[src/pkg/ccpw_defs.svh]
// Register offsets, field positions, reset values and timing counts of the unit
// Operation
// - Trigger match resets timer, starts conversion
// - Trigger mode leaves pin to port
// - Trigger asserts in same clock as match
// - Timer reset at next timer clock edge
// - Trigger never sets timer overflow flag
// - Removed match cancels pending timer reset
// - PWM output with up to ten bits
// - Period is (limit+1)*4*osc*prescale
// - Period match clears timer, sets pin unless duty is zero, latches
// - Duty is low register then bits 5:4
// - Duty writes apply at next period match
// - High duty buffer read-only during PWM
// - Duty double buffered, hidden 2-bit latch
// - Time base extends timer by two bits
// - Time base equal duty drives pin low
// - High time is duty*osc*prescale
// - Duty above period leaves pin unchanged
// - Resolution is log2 of 4*(limit+1)
// - Prescale 1, 4 or 16, no postscaler
// - Trigger match raises unit interrupt flag
`ifndef CCPW_DEFS_SVH
`define CCPW_DEFS_SVH
`define CCPW_OFF_DUTY_LOW    8'h00
`define CCPW_OFF_DUTY_HIGH   8'h04
`define CCPW_OFF_CONTROL     8'h08
`define CCPW_OFF_IRQ_EN      8'h0c
`define CCPW_OFF_IRQ_FLAGS   8'h10
`define CCPW_OFF_PERIOD      8'h14
`define CCPW_OFF_WT_LOW      8'h18
`define CCPW_OFF_WT_HIGH     8'h1c
`define CCPW_OFF_PT_COUNT    8'h20
`define CCPW_OFF_PT_CONTROL  8'h24
`define CCPW_OFF_AUX         8'h28
`define CCPW_NUM_REGS        11
`define CCPW_RST_CONTROL     8'h00
`define CCPW_RST_PERIOD      8'hff
`define CCPW_RST_PT_COUNT    8'h00
`define CCPW_MODE_SEVT       4'hb
`define CCPW_FLAG_OVF        0
`define CCPW_FLAG_PT         1
`define CCPW_FLAG_UNIT       2
`define CCPW_FLAG_MASK       8'h07
`define CCPW_PT_ON_BIT       2
`define CCPW_AUX_WT_ON       0
`define CCPW_AUX_CONV_EN     1
`define CCPW_PHASES          2'h3
`define CCPW_PRESC_TOP_1     4'h0
`define CCPW_PRESC_TOP_4     4'h3
`define CCPW_PRESC_TOP_16    4'hf
`define CCPW_RESP_OKAY       2'h0
`define CCPW_RESP_SLVERR     2'h2
`endif

[src/pkg/ccpw_pkg.sv]
// Types of the compare trigger and PWM unit
`default_nettype none
package ccpw_pkg;
    typedef struct packed {
        logic [1:0] output_steering_mode;
        logic [1:0] duty_low_bits;
        logic [3:0] unit_mode_field;
    } ccpw_ctrl_s;
    typedef enum logic [1:0] {
        CCPW_PRE_1  = 2'h0,
        CCPW_PRE_4  = 2'h1,
        CCPW_PRE_16 = 2'h2
    } ccpw_presc_e;
endpackage
`default_nettype wire

[src/rtl/ccpw_unit.sv]
// Compare special-event trigger and PWM generator with AXI4-Lite registers
`include "ccpw_defs.svh"
`default_nettype none
module ccpw_unit (
    // Clock and reset
    input  wire logic        clock,
    input  wire logic        rstn,
    // AXI4-Lite write
    input  wire logic        awvalid,
    output logic             awready,
    input  wire logic [7:0]  awaddr,
    input  wire logic        wvalid,
    output logic             wready,
    input  wire logic [31:0] wdata,
    input  wire logic [3:0]  wstrb,
    output logic             bvalid,
    input  wire logic        bready,
    output logic [1:0]       bresp,
    // AXI4-Lite read
    input  wire logic        arvalid,
    output logic             arready,
    input  wire logic [7:0]  araddr,
    output logic             rvalid,
    input  wire logic        rready,
    output logic [31:0]      rdata,
    output logic [1:0]       rresp,
    // Pin and converter
    output logic             unit_output_pin,
    output logic             pin_drive,
    output logic             special_event,
    output logic             conv_start
);
    ccpw_pkg::ccpw_ctrl_s ctrl_reg;
    logic [7:0]  duty_low_reg;
    logic [7:0]  duty_high_reg;
    logic [1:0]  duty_latch_reg;
    logic [7:0]  irq_en_reg;
    logic [7:0]  irq_flags_reg;
    logic [7:0]  period_limit_reg;
    logic [7:0]  wt_low_reg;
    logic [7:0]  wt_high_reg;
    logic [7:0]  pt_count_reg;
    logic [7:0]  pt_ctrl_reg;
    logic [7:0]  aux_reg;
    logic [1:0]  phase_reg;
    logic [3:0]  presc_reg;
    logic        match_d_reg;
    logic        conv_reg;
    logic        pin_reg;
    logic        bvalid_reg;
    logic [1:0]  bresp_reg;
    logic        rvalid_reg;
    logic [31:0] rdata_reg;
    logic [1:0]  rresp_reg;

    // One-hot register select, shared by the write and read paths
    function automatic logic [`CCPW_NUM_REGS-1:0] reg_sel(input logic [7:0] a);
        reg_sel = '0;
        case (a)
            `CCPW_OFF_DUTY_LOW:   reg_sel[0] = 1'b1;
            `CCPW_OFF_DUTY_HIGH:  reg_sel[1] = 1'b1;
            `CCPW_OFF_CONTROL:    reg_sel[2] = 1'b1;
            `CCPW_OFF_IRQ_EN:     reg_sel[3] = 1'b1;
            `CCPW_OFF_IRQ_FLAGS:  reg_sel[4] = 1'b1;
            `CCPW_OFF_PERIOD:     reg_sel[5] = 1'b1;
            `CCPW_OFF_WT_LOW:     reg_sel[6] = 1'b1;
            `CCPW_OFF_WT_HIGH:    reg_sel[7] = 1'b1;
            `CCPW_OFF_PT_COUNT:   reg_sel[8] = 1'b1;
            `CCPW_OFF_PT_CONTROL: reg_sel[9] = 1'b1;
            `CCPW_OFF_AUX:        reg_sel[10] = 1'b1;
            default:              reg_sel = '0;
        endcase
    endfunction

    // Write channel: address and data taken together, one write at a time
    logic                     wr_go;
    logic [`CCPW_NUM_REGS-1:0] wsel;
    logic [`CCPW_NUM_REGS-1:0] wr;
    assign wr_go   = awvalid & wvalid & ~bvalid_reg;
    assign awready = wr_go;
    assign wready  = wr_go;
    assign wsel    = reg_sel(awaddr);
    assign wr      = (wr_go & wstrb[0]) ? wsel : '0;
    assign bvalid  = bvalid_reg;
    assign bresp   = bresp_reg;

    always_ff @(posedge clock or negedge rstn) begin
        if (!rstn) begin
            bvalid_reg <= 1'b0;
            bresp_reg  <= `CCPW_RESP_OKAY;
        end else if (wr_go) begin
            bvalid_reg <= 1'b1;
            bresp_reg  <= (|wsel) ? `CCPW_RESP_OKAY : `CCPW_RESP_SLVERR;
        end else if (bready) begin
            bvalid_reg <= 1'b0;
        end
    end

    // Timing: one instruction cycle is four oscillator periods
    logic        instr_tick;
    logic        pwm_mode;
    logic        sevt_mode;
    logic        pt_on;
    logic [3:0]  presc_top;
    logic        pt_tick;
    logic        period_hit;
    logic [1:0]  tb_low;
    logic        tb_step;
    logic        duty_near;
    logic [9:0]  time_base;
    logic [9:0]  duty_next;
    logic [9:0]  duty_buf;
    logic [15:0] wt;
    logic [15:0] cmp_val;
    logic        match;
    logic        wt_run;
    logic        trig_reset;
    logic        wt_ovf;
    logic        sevt_rise;
    assign instr_tick = phase_reg == `CCPW_PHASES;
    assign pwm_mode   = ctrl_reg.unit_mode_field[3:2] == 2'h3;
    assign sevt_mode  = ctrl_reg.unit_mode_field == `CCPW_MODE_SEVT;
    assign pt_on      = pt_ctrl_reg[`CCPW_PT_ON_BIT];

    always_comb begin
        unique case (ccpw_pkg::ccpw_presc_e'(pt_ctrl_reg[1:0]))
            ccpw_pkg::CCPW_PRE_1: presc_top = `CCPW_PRESC_TOP_1;
            ccpw_pkg::CCPW_PRE_4: presc_top = `CCPW_PRESC_TOP_4;
            default:              presc_top = `CCPW_PRESC_TOP_16;
        endcase
    end

    assign pt_tick    = pt_on & instr_tick & (presc_reg == presc_top);
    assign period_hit = pt_tick & (pt_count_reg == period_limit_reg);
    // Low time-base bits are the two count bits just below the period timer, so pulse width scales with prescale
    always_comb begin
        unique case (ccpw_pkg::ccpw_presc_e'(pt_ctrl_reg[1:0]))
            ccpw_pkg::CCPW_PRE_1: begin
                tb_low  = phase_reg;
                tb_step = pt_on | ~instr_tick;
            end
            ccpw_pkg::CCPW_PRE_4: begin
                tb_low  = presc_reg[1:0];
                tb_step = pt_on & instr_tick;
            end
            default: begin
                tb_low  = presc_reg[3:2];
                tb_step = pt_on & instr_tick & (presc_reg[1:0] == 2'h3);
            end
        endcase
    end
    // Clear on the edge that brings the match, else the pulse runs one clock long
    assign duty_near = tb_step & ~wr[8] & ~wr[9] & ((time_base + 10'h001) == duty_buf);
    assign time_base = {pt_count_reg, tb_low};
    assign duty_next = {duty_low_reg, ctrl_reg.duty_low_bits};
    assign duty_buf  = {duty_high_reg, duty_latch_reg};

    // Wide timer and special-event trigger
    assign wt         = {wt_high_reg, wt_low_reg};
    assign cmp_val    = {duty_high_reg, duty_low_reg};
    assign match      = wt == cmp_val;
    assign wt_run     = aux_reg[`CCPW_AUX_WT_ON] & instr_tick & ~wr[6] & ~wr[7];
    // Match is sampled live at the tick, so a rewritten compare value cancels the reset
    assign trig_reset = wt_run & sevt_mode & match;
    assign wt_ovf     = wt_run & ~trig_reset & (wt == 16'hffff);
    assign special_event = sevt_mode & match;
    assign sevt_rise  = special_event & ~match_d_reg;
    assign conv_start = conv_reg;

    always_ff @(posedge clock or negedge rstn) begin
        if (!rstn) begin
            phase_reg <= 2'h0;
        end else begin
            phase_reg <= phase_reg + 2'h1;
        end
    end

    always_ff @(posedge clock or negedge rstn) begin
        if (!rstn) begin
            wt_low_reg  <= 8'h00;
            wt_high_reg <= 8'h00;
        end else if (wr[6] | wr[7]) begin
            if (wr[6]) begin
                wt_low_reg <= wdata[7:0];
            end
            if (wr[7]) begin
                wt_high_reg <= wdata[7:0];
            end
        end else if (trig_reset) begin
            wt_low_reg  <= 8'h00;
            wt_high_reg <= 8'h00;
        end else if (wt_run) begin
            {wt_high_reg, wt_low_reg} <= wt + 16'h0001;
        end
    end

    always_ff @(posedge clock or negedge rstn) begin
        if (!rstn) begin
            match_d_reg <= 1'b0;
            conv_reg    <= 1'b0;
        end else begin
            match_d_reg <= special_event;
            conv_reg    <= sevt_rise & aux_reg[`CCPW_AUX_CONV_EN];
        end
    end

    // Period timer and prescaler
    always_ff @(posedge clock or negedge rstn) begin
        if (!rstn) begin
            presc_reg <= 4'h0;
        end else if (wr[8] | wr[9]) begin
            presc_reg <= 4'h0;
        end else if (pt_on & instr_tick) begin
            presc_reg <= (presc_reg == presc_top) ? 4'h0 : presc_reg + 4'h1;
        end
    end

    always_ff @(posedge clock or negedge rstn) begin
        if (!rstn) begin
            pt_count_reg <= `CCPW_RST_PT_COUNT;
        end else if (wr[8]) begin
            pt_count_reg <= wdata[7:0];
        end else if (period_hit) begin
            pt_count_reg <= 8'h00;
        end else if (pt_tick) begin
            pt_count_reg <= pt_count_reg + 8'h01;
        end
    end

    // Duty buffer doubles as the compare high byte outside PWM
    always_ff @(posedge clock or negedge rstn) begin
        if (!rstn) begin
            duty_high_reg  <= 8'h00;
            duty_latch_reg <= 2'h0;
        end else if (pwm_mode) begin
            if (period_hit) begin
                duty_high_reg  <= duty_low_reg;
                duty_latch_reg <= ctrl_reg.duty_low_bits;
            end
        end else if (wr[1]) begin
            duty_high_reg <= wdata[7:0];
        end
    end

    // Output pin; released as soon as PWM is deselected, pulled low at the next clock and held low while PWM stays off
    always_ff @(posedge clock or negedge rstn) begin
        if (!rstn) begin
            pin_reg <= 1'b0;
        end else if (!pwm_mode) begin
            pin_reg <= 1'b0;
        end else if (period_hit) begin
            pin_reg <= duty_next != 10'h000;
        end else if (duty_near || (time_base == duty_buf)) begin
            pin_reg <= 1'b0;
        end
    end
    assign unit_output_pin = pin_reg;
    // Reaches the pin whenever PWM is selected; there is no port direction bit
    assign pin_drive = pwm_mode;

    // Software registers
    always_ff @(posedge clock or negedge rstn) begin
        if (!rstn) begin
            duty_low_reg     <= 8'h00;
            ctrl_reg         <= `CCPW_RST_CONTROL;
            irq_en_reg       <= 8'h00;
            period_limit_reg <= `CCPW_RST_PERIOD;
            pt_ctrl_reg      <= 8'h00;
            aux_reg          <= 8'h00;
        end else begin
            if (wr[0]) begin
                duty_low_reg <= wdata[7:0];
            end
            if (wr[2]) begin
                ctrl_reg <= wdata[7:0];
            end
            if (wr[3]) begin
                irq_en_reg <= wdata[7:0] & `CCPW_FLAG_MASK;
            end
            if (wr[5]) begin
                period_limit_reg <= wdata[7:0];
            end
            if (wr[9]) begin
                pt_ctrl_reg <= {5'h00, wdata[2:0]};
            end
            if (wr[10]) begin
                aux_reg <= {6'h00, wdata[1:0]};
            end
        end
    end

    // Sticky flags; a hardware set beats a software clear in the same cycle
    logic [7:0] flag_set;
    always_comb begin
        flag_set = 8'h00;
        flag_set[`CCPW_FLAG_OVF]  = wt_ovf;
        flag_set[`CCPW_FLAG_PT]   = period_hit;
        flag_set[`CCPW_FLAG_UNIT] = sevt_rise;
    end

    always_ff @(posedge clock or negedge rstn) begin
        if (!rstn) begin
            irq_flags_reg <= 8'h00;
        end else begin
            irq_flags_reg <= ((wr[4] ? wdata[7:0] : irq_flags_reg) | flag_set) & `CCPW_FLAG_MASK;
        end
    end

    // Read channel
    logic [`CCPW_NUM_REGS-1:0] rsel;
    logic [7:0]               rbyte;
    assign rsel    = reg_sel(araddr);
    assign arready = ~rvalid_reg;
    assign rvalid  = rvalid_reg;
    assign rdata   = rdata_reg;
    assign rresp   = rresp_reg;

    always_comb begin
        rbyte = 8'h00;
        unique case (1'b1)
            rsel[0]:  rbyte = duty_low_reg;
            rsel[1]:  rbyte = duty_high_reg;
            rsel[2]:  rbyte = ctrl_reg;
            rsel[3]:  rbyte = irq_en_reg;
            rsel[4]:  rbyte = irq_flags_reg;
            rsel[5]:  rbyte = period_limit_reg;
            rsel[6]:  rbyte = wt_low_reg;
            rsel[7]:  rbyte = wt_high_reg;
            rsel[8]:  rbyte = pt_count_reg;
            rsel[9]:  rbyte = pt_ctrl_reg;
            rsel[10]: rbyte = aux_reg;
            default:  rbyte = 8'h00;
        endcase
    end

    always_ff @(posedge clock or negedge rstn) begin
        if (!rstn) begin
            rvalid_reg <= 1'b0;
            rdata_reg  <= 32'h0000_0000;
            rresp_reg  <= `CCPW_RESP_OKAY;
        end else if (arvalid & ~rvalid_reg) begin
            rvalid_reg <= 1'b1;
            rdata_reg  <= {24'h00_0000, rbyte};
            rresp_reg  <= (|rsel) ? `CCPW_RESP_OKAY : `CCPW_RESP_SLVERR;
        end else if (rready) begin
            rvalid_reg <= 1'b0;
        end
    end

    // Checks
    a_trig_clears_timer: assert property (@(posedge clock) disable iff (!rstn)
        special_event && wt_run |=> wt == 16'h0000)
        else $error("trigger did not clear wide timer");
    a_trig_waits_tick: assert property (@(posedge clock) disable iff (!rstn)
        special_event && !instr_tick && !wr[6] && !wr[7] |=> $stable(wt))
        else $error("wide timer changed before timer clock edge");
    a_cancel_no_reset: assert property (@(posedge clock) disable iff (!rstn)
        sevt_mode && !match && wt_run && wt != 16'hffff |=> wt != 16'h0000)
        else $error("timer reset without live match");
    a_conv_follows_trig: assert property (@(posedge clock) disable iff (!rstn)
        sevt_rise && aux_reg[`CCPW_AUX_CONV_EN] |=> conv_start ##1 !conv_start)
        else $error("conversion start missing or long");
    a_no_ovf_on_trig: assert property (@(posedge clock) disable iff (!rstn)
        trig_reset && !irq_flags_reg[`CCPW_FLAG_OVF] && !wr[4] |=> !irq_flags_reg[`CCPW_FLAG_OVF])
        else $error("trigger set overflow flag");
    a_unit_flag_set: assert property (@(posedge clock) disable iff (!rstn)
        sevt_rise |=> irq_flags_reg[`CCPW_FLAG_UNIT])
        else $error("trigger did not raise unit flag");
    a_pin_left_port: assert property (@(posedge clock) disable iff (!rstn)
        sevt_mode && $past(sevt_mode) |-> !pin_drive && !unit_output_pin)
        else $error("pin driven in trigger mode");
    a_period_restart: assert property (@(posedge clock) disable iff (!rstn)
        period_hit && pwm_mode && duty_next != 10'h000 |=> pt_count_reg == 8'h00 && unit_output_pin)
        else $error("period match did not restart cycle");
    a_duty_latched: assert property (@(posedge clock) disable iff (!rstn)
        period_hit && pwm_mode |=> duty_buf == $past(duty_next))
        else $error("duty not latched at period match");
    a_duty_held: assert property (@(posedge clock) disable iff (!rstn)
        pwm_mode && !period_hit |=> $stable(duty_buf))
        else $error("duty buffer changed mid period");
    a_pin_cleared: assert property (@(posedge clock) disable iff (!rstn)
        pwm_mode && !period_hit && time_base == duty_buf |=> !unit_output_pin)
        else $error("pin not cleared at duty match");
endmodule
`default_nettype wire

[config.mk]
export PLATFORM = sky130hd
export DESIGN_NAME = ccpw_unit
export DESIGN_NICKNAME = d
export VERILOG_FILES = /design/src/pkg/ccpw_pkg.sv /design/src/rtl/ccpw_unit.sv
export VERILOG_INCLUDE_DIRS = /design/src /design/src/pkg
export SDC_FILE = /design/constraint.sdc
export NUM_CORES = 1
export LEC_CHECK = 0
export BUFFER_PORTS_ARGS = -buffer_cell sky130_fd_sc_hd__buf_2
export CORE_UTILIZATION = 43
export DETAILED_ROUTE_END_ITERATION = 10
export SYNTH_ARGS = -nofsm -noshare
export SYNTH_HDL_FRONTEND = slang
export SYNTH_SLANG_ARGS = --single-unit
[constraint.sdc]
create_clock -name clock -period 5.78 [get_ports clock]
set_input_delay 0.867 -clock clock [delete_from_list [all_inputs] [get_ports clock]]
set_output_delay 0.867 -clock clock [all_outputs]
set_load 0.02 [all_outputs]
==> impl_metrics.yaml <==
status:
  run_status: "finished clean"
timing:
  unrepaired_setup_endpoints_after_global_routing: "false"
  finalHoldWorstSlack_ns: 0.400
  slew_headroom: 0.189
  period_needed_ns: 2.99
  finalSetupViolCount: 0
  final-max-slew-violation-count: 0
  timing_hold_violations_final: 0
  period_share: 0.517
  timing.clock.skew_ns: 0.0105
  worstMarginPinSlew_ns: 1.18
  fmaxAchievable_mhz: 334
  fin_tns_setup_ns: 0
cts:
  clock_path_buffers: 2
  cts_resized: 0
  ctsHtreeMaxLevel: 3
  ctsHoldBuffers: 0
  cts_tree: "done"
  clk_latency_ns: 0.36
  root_buffer: "clkbuf_16"
  tritoncts.num_buffers: 9
  total_clock_sinks: 90
  post_cts.repair.setup_buffers: 0
  worst_setup_hold_path_clk_slew_ns: 0.07
critical_path:
  cp_slowest_cell: "dfrtp_1"
  cp_required_ns: 4.91
  worstPathCellList: "xnor2_1 > nand4_1 > nor4_1 > and2_1 > buf_2"
  timing.setup.critical_path_class: "reg -> out"
  endpoint_kind: "output port"
  start_kind: "register"
  reg2regPathDepth: 6
  regToRegEndpoint: "wt_low_reg[3]$_DFFE_PN0P_"
  critical_path.max_fanout: 5
  reg2reg_slack_ns: 2.98
  worst_ep_arrival_time_ns: 2.12
  r2r_start: "bvalid$_DFFE_PN0P_"
  cp_slowest_stage_delay_ns: 0.51
yosys:
  yosysTopAreaCell: "dfrtp_1"
  ys_warn_count: 0
  synth.top_cells.by_area: "dfrtp_1, mux2_2, mux2i_1, o21ai_0, xnor2_1"
  synth.cell_area_mm2: 0.00593
  number_of_enable_flip_flop_cells_after_synthesis: 0
  ys_dominant_reg_cell: "dfrtp_1"
  yosysTopAreaCellShare: 0.346
  share_of_flip_flops_with_an_asynchronous_set_or_reset: 1.00
  yosysUniqueCellTypes: 66
  synth_area_per_cell_um2: 9.18
  netlist_instances: 646
  seq_area_frac_synth: 0.381
  synth.ff_latch_count: 90
flow_run:
  timing.max_cap.violations: 0
layout:
  layout_commonest_cell: "dfrtp_1"
  post-route-util: 0.485
  net_total_in_the_final_layout: 733
  layoutNonFillerInstCount: 851
  n_fill_cell: 1311
  final_cell_mix: "dfrtp_1, nand2_1, o21ai_0, buf_2, mux2_2"
  layout-area-overhead-vs-synth_pct: 9.11
  fraction_of_final_layout_cells_sized_beyond_drive_strength_1: 0.190
  insertedDiodeCount: 0
routing:
  vias: 5065
  vias_per_cell: 5.95
  routed_wire_length_per_instance_um: 19.9
  drt.antenna.violating_nets: 0
  1st_pass_router_iterations: 5
  route.final.wire_length_um: 16900
  drcViolationCount: 0
  drt_initial_violations: 328
floorplanning:
  die_width_um: 119
  overall_die_area_mm2: 0.0143
  std_cell_rows: 42
  start_util: 0.444
  io_pins: 104
  core_area_mm2: 0.0133
  die_height_um: 119
pwr:
  power_density_mw_per_mm2: 234
  leakage_nw: 2.96
  vdd_ir_drop_max_v: 0.000145
place:
  place.detailed.hpwl_um: 12300
  gp_congestion: 0.973
  port_buffers: 50
  post-place-cells: 835
global_route:
  via_count_of_the_first_global_routing_pass: 4778
  grt_max_degree: 67
  global_route.usage.total: 0.247
  overflow_left_after_global_routing: 0
  first_pass_grt_wire_length_um: 26600
  antenna_found_initial: 0
min_path:
  hold_path.class: "in -> async"
how the worst max path moves through the flow:
stage | slack [ns] | endpoint | cells past startpoint | from
2_1_floorplan | 3.10 | wt_high_reg[7]$_DFFE_PN0P_ | 10 | wvalid
3_3_place_gp | 2.56 | wt_low_reg[4]$_DFFE_PN0P_ | 7 | awaddr[7]
3_5_place_dp | 2.48 | wt_low_reg[3]$_DFFE_PN0P_ | 7 | awaddr[7]
4_1_cts | 2.78 | special_event | 5 | wt_low_reg[2]$_DFFE_PN0P_
5_1_grt | 2.54 | wt_low_reg[3]$_DFFE_PN0P_ | 7 | awaddr[7]
6_report | 2.79 | special_event | 5 | duty_high_reg[2]$_DFFE_PN0P_
metal layers:
| metal | wire length (um) | vias up | global-route usage |
|---|---|---|---|
| li1 | - | 2346 | - |
| met1 | 7580 | 2527 | 0.327 |
| met2 | 8040 | 161 | 0.397 |
| met3 | 941 | 31 | 0.0489 |
| met4 | 356 | 0 | 0.0938 |
| met5 | 0 | - | 0 |
layout make-up:
class                   count  area (um^2)  area share
clock inverters             5         85.1      0.0131
multi-input cells         506         3360       0.519
well taps                 176          220      0.0340
inverters                  12         45.0     0.00696
clock buffers              11          243      0.0375
flip-flops and latches     90         2260       0.350
repair buffers             51          260      0.0402
synth_stat cells (2+ instances only):
cell,number
xnor2_1,28
nand3b_1,6
or2_2,2
nor3b_1,4
clkbuf_1,24
o21ai_0,49
o2bb2ai_1,2
o31ai_1,10
xor2_1,11
a22o_1,17
a211oi_1,4
o211ai_1,4
inv_1,12
dfstp_2,8
nand2_1,65
or3_1,5
and3_1,9
buf_4,28
mux2_2,44
ha_1,4
a22oi_1,9
mux2i_1,25
a311oi_1,2
nand4_1,8
a2bb2oi_1,2
a21oi_1,19
nand3_1,27
a21o_1,2
buf_1,5
and2_1,9
a221oi_1,3
nand2b_1,7
nor2_1,36
a31oi_1,5
buf_2,4
nor2b_1,9
o21a_1,2
nor4_1,10
buf_6,2
nor3_1,13
o21ai_1,5
dfrtp_1,82
cells by family after synthesis:
group,Yosys count,share of synthesized area
adder cells (fa/ha/maj),4,0.00844
XOR/XNOR,39,0.0576
multiplexers,70,0.130
AO/OA/AOI/OAI,150,0.169
AND/OR/NAND/NOR,217,0.185
buffers and inverters,75,0.0686
other,1,0.000632
flip-flops,90,0.381
critical path: cells and delay by family, from the launching register on:
kind | cells | cell delay [ns]
DFF | 1 | 0.51
xor gates and xnor gates | 1 | 0.20
buffers and inverters | 1 | 0.20
and+or+nand+nor | 3 | 0.86
report_power, final:
| part | internal [mW] | switching, mW |
|---|---|---|
| Clock | 0.393 | 0.261 |
| Combinational | 0.0646 | 0.116 |
| Sequential | 0.646 | 0.0307 |
per-stage QoR:
step                      worst slack [ns]  total power, mW  cell area [um^2]
after detailed placement              2.48            0.869              6140
final                                 2.79             1.51              6470
after floorplan                       3.10            0.814              6030
after global placement                2.56            0.863              6140
after global routing                  2.54             1.57              6470
after CTS                             2.78             1.52              6470
Note: power is estimated with default switching activity, not from simulation.
